### config.mk
export PLATFORM = sky130hd
export DESIGN_NAME = sia_allocator
export DESIGN_NICKNAME = d
export VERILOG_FILES = /design/src/hdl/sia_pkg.sv /design/src/hdl/sia_input_pick.sv /design/src/hdl/sia_allocator.sv
export SDC_FILE = /design/constraint.sdc
export NUM_CORES = 1
export LEC_CHECK = 0
export BUFFER_PORTS_ARGS = -buffer_cell sky130_fd_sc_hd__buf_4
export CAP_MARGIN = 10
export CORE_MARGIN = 2
export CORE_UTILIZATION = 35
export DETAILED_ROUTE_END_ITERATION = 12
export PLACE_DENSITY_LB_ADDON = 0.3
export SLEW_MARGIN = 30
export SYNTH_ARGS = -nofsm -noshare
export SYNTH_HDL_FRONTEND = slang
export SYNTH_SLANG_ARGS = --single-unit
### constraint.sdc
create_clock -name sys_clk -period 4.6 [get_ports sys_clk]
set_input_delay 0.23 -clock sys_clk [delete_from_list [all_inputs] [get_ports sys_clk]]
set_output_delay 0.23 -clock sys_clk [all_outputs]
set_load 0.05 [all_outputs]
### src/hdl/sia_pkg.sv
package sia_pkg;

	// Parameter slots on the edit port
	localparam logic [2:0] IDX_IN_A   = 3'h0;
	localparam logic [2:0] IDX_IN_B   = 3'h1;
	localparam logic [2:0] IDX_OUT_A  = 3'h2;
	localparam logic [2:0] IDX_OUT_B  = 3'h3;
	localparam logic [2:0] IDX_OUT_C  = 3'h4;
	localparam logic [2:0] IDX_POL    = 3'h5;
	localparam logic [2:0] IDX_MON_IN = 3'h6;

	// Factory values of the stored allocations
	localparam logic [15:0] RST_IN_A  = 16'h2100;
	localparam logic [15:0] RST_IN_B  = 16'h6543;
	localparam logic [15:0] RST_OUT_A = 16'h3211;
	localparam logic [15:0] RST_OUT_B = 16'h0000;
	localparam logic [15:0] RST_OUT_C = 16'h0000;
	localparam logic [15:0] RST_POL   = 16'h0000;

	// Input code values
	localparam logic [3:0] CODE_TERM_LAST = 4'h6;
	localparam logic [3:0] CODE_ALWAYS_ON = 4'h7;
	localparam logic [3:0] CODE_ALWAYS_OFF = 4'h8;
	localparam logic [3:0] CODE_HIGH_BASE = 4'h9;

	// Output and free-assignment code values
	localparam logic [3:0] CODE_UNUSED    = 4'h0;
	localparam logic [3:0] CODE_INVERT    = 4'h1;
	localparam logic [3:0] CODE_FREE_MAP  = 4'h1;

	// Counts
	localparam int N_IN_TERM  = 7;
	localparam int N_IN_FUNC  = 7;
	localparam int N_OUT_TERM = 3;
	localparam int N_OUT_SIG  = 10;

	// Input function positions (digit index over the two input parameters, counted from the second digit of the first)
	localparam int FN_SERVO_EN   = 0;
	localparam int FN_PROP       = 1;
	localparam int FN_FWD_PROHIB = 2;
	localparam int FN_REV_PROHIB = 3;
	localparam int FN_ALM_RESET  = 4;
	localparam int FN_FWD_TLIM   = 5;
	localparam int FN_REV_TLIM   = 6;

	// Save confirmation flash
	localparam int CLK_MHZ          = 250;
	localparam int FLASH_MS         = 500;
	localparam int FLASH_CYCLES_DEF = FLASH_MS * CLK_MHZ * 1000;

	// Control modes
	typedef enum logic [1:0] {
		SIA_MODE_SPEED,
		SIA_MODE_POSITION,
		SIA_MODE_TORQUE
	} sia_mode_e;

	// Internal status signals offered to the output terminals
	typedef struct packed {
		logic pulseMultAck;
		logic near;
		logic warning;
		logic brakeRelease;
		logic speedLimited;
		logic torqueLimited;
		logic servoReady;
		logic rotating;
		logic speedMatch;
		logic positionDone;
	} sia_status_s;

	// One committed parameter edit
	typedef struct packed {
		logic        we;
		logic [2:0]  idx;
		logic [15:0] data;
	} sia_edit_s;

endpackage

### src/hdl/sia_input_pick.sv
// Resolves one input function from its allocation code
module sia_input_pick (
	// Allocation code
	input  wire logic [3:0] code,
	// Terminal ON states after wiring polarity
	input  wire logic [6:0] termOn,
	// Resolved function state
	output logic            fnOn
);

	logic [3:0] highIdx;

	assign highIdx = code - sia_pkg::CODE_HIGH_BASE;

	// Low codes follow the terminal, high codes follow it inverted
	always_comb begin
		if (code <= sia_pkg::CODE_TERM_LAST) begin
			fnOn = termOn[code[2:0]];
		end else if (code == sia_pkg::CODE_ALWAYS_ON) begin
			fnOn = 1'b1;
		end else if (code == sia_pkg::CODE_ALWAYS_OFF) begin
			fnOn = 1'b0;
		end else begin
			fnOn = ~termOn[highIdx[2:0]];
		end
	end

endmodule

### src/hdl/sia_allocator.sv
// Notes on behaviour
// - Output digit 1..3 picks pair, 0 unrouted
// - First output parameter: done, match, rotating, ready
// - Second: torque, speed, brake, warning; third: near, ack
// - Shared output terminal drives OR of signals
// - Signals meaningless in current mode are invalid
// - Per-terminal polarity digit, 1 inverts, 0 default
// - Allocation changes apply only after power cycle
// - Input digit zero set to 1 frees assignment
// - Second input digit selects servo-enable terminal
// - Third digit of second selects forward torque limit
// - Sink wiring low is ON, source reversed
// - Committed edit is stored, display flashes
// - Input monitor shows all input signal states
// - Codes 0-6 low, 9-F high, 7 on, 8 off
module sia_allocator #(
	parameter int FLASH_CYCLES = sia_pkg::FLASH_CYCLES_DEF
) (
	// Clock and reset (reset stands for a power cycle)
	input  wire logic                sys_clk,
	input  wire logic                sys_rst,
	input  wire logic                keepStored,
	// Parameter edit and readback
	input  wire sia_pkg::sia_edit_s  paramEdit,
	input  wire logic [2:0]          paramRdIdx,
	output logic [15:0]              paramRdData_r,
	output logic                     saveFlash_r,
	// Connector input terminals and wiring choice
	input  wire logic [6:0]          inTermPin,
	input  wire logic                sinkWiring,
	// Resolved input functions
	output logic [6:0]               inFunc_r,
	output logic [15:0]              inputStateMonitor_r,
	// Internal status and control mode
	input  wire sia_pkg::sia_status_s statusIn,
	input  wire sia_pkg::sia_mode_e  ctrlMode,
	// Output terminal pairs
	output logic [2:0]               outTerm_r
);

	// Stored (persistent) and active copies of each parameter
	logic [15:0] inA_r, inB_r, outA_r, outB_r, outC_r, pol_r;
	logic [15:0] actInA_r, actInB_r, actOutA_r, actOutB_r, actOutC_r, actPol_r;

	// Synchronised pins
	logic [6:0] pinMeta_r, pinSync_r;
	logic       sinkMeta_r, sinkSync_r;

	// Derived signals
	logic [6:0]  termOn;
	logic [27:0] inCodes;
	logic [27:0] fixedCodes;
	logic [6:0]  fnOn;
	logic [39:0] outCodes;
	logic [9:0]  sigValid;
	logic [2:0]  termOr;
	logic [31:0] flashCnt_r;

	// Persistent store; survives reset unless factory values are requested
	always_ff @(posedge sys_clk) begin
		if (sys_rst && !keepStored) begin
			inA_r  <= sia_pkg::RST_IN_A;
			inB_r  <= sia_pkg::RST_IN_B;
			outA_r <= sia_pkg::RST_OUT_A;
			outB_r <= sia_pkg::RST_OUT_B;
			outC_r <= sia_pkg::RST_OUT_C;
			pol_r  <= sia_pkg::RST_POL;
		end else if (!sys_rst && paramEdit.we) begin
			case (paramEdit.idx)
				sia_pkg::IDX_IN_A:  inA_r  <= paramEdit.data;
				sia_pkg::IDX_IN_B:  inB_r  <= paramEdit.data;
				sia_pkg::IDX_OUT_A: outA_r <= paramEdit.data;
				sia_pkg::IDX_OUT_B: outB_r <= paramEdit.data;
				sia_pkg::IDX_OUT_C: outC_r <= paramEdit.data;
				sia_pkg::IDX_POL:   pol_r  <= paramEdit.data;
				default: ;
			endcase
		end
	end

	// Active routing is copied from the store only at power-up
	always_ff @(posedge sys_clk) begin
		if (sys_rst) begin
			actInA_r  <= keepStored ? inA_r  : sia_pkg::RST_IN_A;
			actInB_r  <= keepStored ? inB_r  : sia_pkg::RST_IN_B;
			actOutA_r <= keepStored ? outA_r : sia_pkg::RST_OUT_A;
			actOutB_r <= keepStored ? outB_r : sia_pkg::RST_OUT_B;
			actOutC_r <= keepStored ? outC_r : sia_pkg::RST_OUT_C;
			actPol_r  <= keepStored ? pol_r  : sia_pkg::RST_POL;
		end
	end

	// Save confirmation flash, restarted by each commit to a stored slot (IDX_IN_A..IDX_POL)
	always_ff @(posedge sys_clk) begin
		if (sys_rst) begin
			flashCnt_r  <= 32'h0000_0000;
			saveFlash_r <= 1'b0;
		end else if (paramEdit.we && paramEdit.idx <= sia_pkg::IDX_POL) begin
			flashCnt_r  <= 32'(FLASH_CYCLES - 1);
			saveFlash_r <= 1'b1;
		end else if (flashCnt_r != 32'h0000_0000) begin
			flashCnt_r  <= flashCnt_r - 32'h0000_0001;
		end else begin
			saveFlash_r <= 1'b0;
		end
	end

	// Two-flop synchronisers for the connector pins
	always_ff @(posedge sys_clk) begin
		if (sys_rst) begin
			pinMeta_r  <= 7'h7F; // Open contacts on sink wiring read OFF
			pinSync_r  <= 7'h7F;
			sinkMeta_r <= 1'b1;
			sinkSync_r <= 1'b1;
		end else begin
			pinMeta_r  <= inTermPin;
			pinSync_r  <= pinMeta_r;
			sinkMeta_r <= sinkWiring;
			sinkSync_r <= sinkMeta_r;
		end
	end

	// Terminal ON state from wiring type
	assign termOn = sinkSync_r ? ~pinSync_r : pinSync_r;

	// Free assignment uses the active codes, otherwise the factory map
	assign fixedCodes = {sia_pkg::RST_IN_B, sia_pkg::RST_IN_A[15:4]};
	assign inCodes    = (actInA_r[3:0] == sia_pkg::CODE_FREE_MAP) ?
		{actInB_r, actInA_r[15:4]} : fixedCodes;

	// One code resolver per input function
	genvar gi;
	generate
		for (gi = 0; gi < sia_pkg::N_IN_FUNC; gi++) begin : g_in
			sia_input_pick u_pick (
				.code   (inCodes[gi*4 +: 4]),
				.termOn (termOn),
				.fnOn   (fnOn[gi])
			);
		end
	endgenerate

	// Registered input functions and monitor image
	always_ff @(posedge sys_clk) begin
		if (sys_rst) begin
			inFunc_r            <= 7'h00;
			inputStateMonitor_r <= 16'h0000;
		end else begin
			inFunc_r            <= fnOn;
			inputStateMonitor_r <= {2'h0, fnOn, termOn};
		end
	end

	// Output digits in status order: a0..a3, b0..b3, c0, c2
	assign outCodes = {actOutC_r[11:8], actOutC_r[3:0], actOutB_r, actOutA_r};

	// Mode gating: only meaningful status may drive a terminal
	always_comb begin
		sigValid = statusIn;
		case (ctrlMode)
			sia_pkg::SIA_MODE_POSITION: begin
				sigValid[1] = 1'b0;
				sigValid[5] = 1'b0;
			end
			sia_pkg::SIA_MODE_SPEED: begin
				sigValid[0] = 1'b0;
				sigValid[8] = 1'b0;
				sigValid[5] = 1'b0;
			end
			sia_pkg::SIA_MODE_TORQUE: begin
				sigValid[0] = 1'b0;
				sigValid[1] = 1'b0;
				sigValid[8] = 1'b0;
			end
			default: sigValid = 10'h000;
		endcase
	end

	// OR of every valid signal routed to each terminal pair
	genvar gt;
	generate
		for (gt = 0; gt < sia_pkg::N_OUT_TERM; gt++) begin : g_out
			logic [9:0] hit;
			for (genvar gs = 0; gs < sia_pkg::N_OUT_SIG; gs++) begin : g_sig
				assign hit[gs] = sigValid[gs] && (outCodes[gs*4 +: 4] == 4'(gt + 1));
			end
			assign termOr[gt] = |hit;
			// Polarity applied last, so an empty terminal rests at its inactive level
			always_ff @(posedge sys_clk) begin
				if (sys_rst) begin
					outTerm_r[gt] <= 1'b0;
				end else begin
					outTerm_r[gt] <= termOr[gt] ^ (actPol_r[gt*4 +: 4] == sia_pkg::CODE_INVERT);
				end
			end
		end
	endgenerate

	// Parameter readback, one cycle after the index
	always_ff @(posedge sys_clk) begin
		if (sys_rst) begin
			paramRdData_r <= 16'h0000;
		end else begin
			case (paramRdIdx)
				sia_pkg::IDX_IN_A:   paramRdData_r <= inA_r;
				sia_pkg::IDX_IN_B:   paramRdData_r <= inB_r;
				sia_pkg::IDX_OUT_A:  paramRdData_r <= outA_r;
				sia_pkg::IDX_OUT_B:  paramRdData_r <= outB_r;
				sia_pkg::IDX_OUT_C:  paramRdData_r <= outC_r;
				sia_pkg::IDX_POL:    paramRdData_r <= pol_r;
				sia_pkg::IDX_MON_IN: paramRdData_r <= inputStateMonitor_r;
				default:             paramRdData_r <= 16'h0000;
			endcase
		end
	end

endmodule

==> summary.md <==
| Metric | Value |
|---|---|
| Clock-pin slew on the worst setup and hold paths | 0.06 ns |
| Gr ovfl total | 0 |
| Worst r2r path cells | 6 |
| Most flop-heavy register | flashCnt_r |
| Ant. Diodes | 0 |
| Longest Clk Path Bufs | 3 |
| Placed inst area | 12,940 sq um |
| Pins Over Slew Limit | 0 |
| Largest net degree at the start of global routing | 123 |
| CP required | 5.09 ns |
| Final worst path period share | 54.74% |
| Clock skew | 0.01132 ns |
| Synth Area in Compound Gates | 13.15% |
| H-tree levels | 1 |
| Post-place setup slack | 1.978 ns |
| Worst setup SP type | flop |
| Main combinational cell family by area after synthesis | simple AND/OR/NAND/NOR gates |
| Half-perimeter wire length after placement | 23.64 mm |
| Max-cap violations | 0 |
| Detailed-route DRC error count | 0 |
| Clock buffer count from CTS | 29 |
| Top cell type by total area after synthesis | dfxtp_1 |
| Post-synth EDFFs | 84 |
| Die Wd | 189.2 microns |
| Iteration-0 DRC Markers | 978 |
| Gate Count Post-Synth | 1,266 |
| # Post-CTS Setup Buffers | 0 |
| Min cycle time layout | 2.518 ns |
| Fin. Hold Viols | 0 |
| WL per Instance | 19.14 microns |
| Async S/R FF share, synth | 0% |
| Global Route Usage Sum | 18.89% |
| Cell Pwr Density | 391.5 nW/um^2 |
| Area of the die | 35,810 sq um |
| Routability congestion estimate | 0.8479 |
| Synth area leaders | dfxtp_1 (30%), edfxtp_1 (21%), nand2_1 (6.5%) |
| Share of cells above drive strength 1 | 14.72% |
| Adder-Cell Fraction of Synth Area | 0.1042% |
| Core area | 33,700 sq um |
| Vias in the first global route | 9,042 |
| Fillers | 3,316 |
| Fmax | 397.2 MHz |
| Crit path kind | reg -> reg |
| Synth Cell Area | 12,010 sq um |
| Initial antenna violation count | 1 |
| Final instance area | 14,160 sq um |
| CP Max Fanout | 11 |
| Hold-fix buffers, CTS | 24 |
| Final setup viols | 0 |
| Reg-to-reg critical path startpoint | flashCnt_r[0] |
| Setup TNS | 0 ns |
| Worst Path Arrival | 3.00 ns |
| Root Buffer | clkbuf_16 |
| HP Class | in -> reg |
| Hold Path Sink | flashCnt_r[17] |
| Fin nets | 1,376 |
| # IOs | 89 |
| Worst skew pair latency | 0.57 ns |
| CTS sink cnt | 262 |
| WHS Path Cells | 2 |
| Post-cts resize count | 0 |
| Sequential cell area fraction in the yosys report | 50.67% |
| Crit. End Element | flop |
| Slew @ Worst Pin | 0.9739 ns |
| Largest register FFs | 32 |
| Row Count | 67 |
| Final wirelength | 34.46 mm |
| Port Buffers | 86 |
| Multi-input logic area | 5538 sq um |
| Overall Power | 5.545 mW |
| DR vias/cell | 5.402 |
| RSZ-0062 raised after global routing | false |
| Post-Synth XOR/XNOR Area | 1.458% |
| Worst hold path startpoint | sys_rst |
| Area share of the largest cell type after synthesis | 29.67% |
| Syn avg cell area | 9.487 sq um |
| Peak supply drop | 0.0002646 V |
| Top-count cell post-synth | nand2_1 |
| Ys flop type | dfxtp_1 |
| #FFs+latches synth | 262 |
| Via count | 9,724 |
| R2R setup slack | 2.08 ns |
| Worst R2R End | flashCnt_r[8] |
| Global-route wire length before repair | 52.64 mm |
| Max-slew headroom | 34.89% |
| Area Overhead vs Synth | 17.92% |
| Die H | 189.2 microns |
| Cell variety after synth | 78 |
| Post-Synth Simple-Gate Area | 24.67% |
| TritonCTS clock tree | built |
| Yosys warns | 0 |
| Initial Utilization | 35.64% |
| Leak pwr | 5.313 nW |
| Multiplexer area fraction after synthesis | 6.407% |
| Setup ws final | 2.082 ns |
| Commonest cells post-synth | nand2_1 (209), dfxtp_1 (178), a21oi_1 (103) |
| Status | complete, no violations |
| FF/Latch Area | 6087 sq um |
| Final ANT Viol Nets | 0 |
| DR pass1 iterations | 5 |
==> worst max-delay path, cell delays in order (launching register included) <==
cell     delay [ns]
dfxtp_1        0.31
inv_1          0.08
ha_1           0.24
nor4b_2        0.68
nand4_1        0.57
a31o_2         0.42
a31oi_1        0.14
==> worst max-delay path by stage <==
stage	start	slack, ns	endpoint
after floorplan	flashCnt_r[17]	2.52	flashCnt_r[11]
after global placement	sinkSync_r	2.13	inFunc_r[6]
after detailed placement	sinkSync_r	1.98	inFunc_r[6]
after CTS	sinkSync_r	1.96	inFunc_r[6]
after global routing	flashCnt_r[0]	1.80	flashCnt_r[8]
final	flashCnt_r[0]	2.08	flashCnt_r[8]
==> routing by layer <==
| metal | GRT usage, % | up-vias | routed length [microns] |
|---|---|---|---|
| met2 | 31.08 | 324 | 16130 |
| met1 | 25.60 | 4678 | 15330 |
| met5 | 0 | - | 11 |
| met4 | 5.605 | 2 | 988 |
| li1 | - | 4660 | - |
| met3 | 3.040 | 60 | 2001 |
==> report_power, final <==
part	leakage [nW]	switching, mW	total [mW]	internal, mW
Clock	0.483	0.973	2.35	1.38
Sequential	2.28	0.101	2.60	2.49
Combinational	2.55	0.374	0.596	0.222
Total	5.31	1.45	5.54	4.10
==> cells in the final DEF (no fill, tap or decap), types with 10 or more instances in the layout <==
cell type and instances:
nand2_1 209, dfxtp_1 177, a21oi_1 103, buf_4 92, edfxtp_1 84, and2_1 73
nor2_1 65, mux2i_1 51, o21ai_0 40, nand3_1 34, clkbuf_16 29, dlygate4sd3_1 24
nand2b_1 23, or2_2 22, or3_1 19, nor3_1 18, a211oi_1 16, a31oi_1 15
inv_1 14, o31ai_1 14, nand4_1 14, nand4b_1 13, nor2b_1 12, a22oi_1 11
or4_1 10, mux4_2 10
==> final cells by class <==
type / count / share of cell area [%]
Timing Repair Buffer: 117 / 6.714
Clock buffer: 42 / 5.902
Sequential cell: 262 / 42.98
Tap cell: 448 / 3.958
Clock inverter: 12 / 0.9453
Multi-Input combinational cell: 904 / 39.10
Inverter: 15 / 0.3976
==> cell families (layout without fill, tap and decap cells) <==
kind of cell,after synthesis,count (layout)
simple gates,567,567
flops,262,262
compound gates,250,250
buf+inv,101,186
mux,64,64
xor+xnor,20,20
fa+ha+maj,1,1
other cells,1,2
==> through the flow <==
stage	std cells	hold WS (ns)	utilization, %
final	1800	0.05774	42.02
after global routing	1800	0.06131	42.02
after CTS	1800	0.03014	42.00
after detailed placement	1722	0.3949	38.41
after global placement	1722	0.3952	38.38
after floorplan	1267	0.3338	-
(Power assumes the default switching activity.)
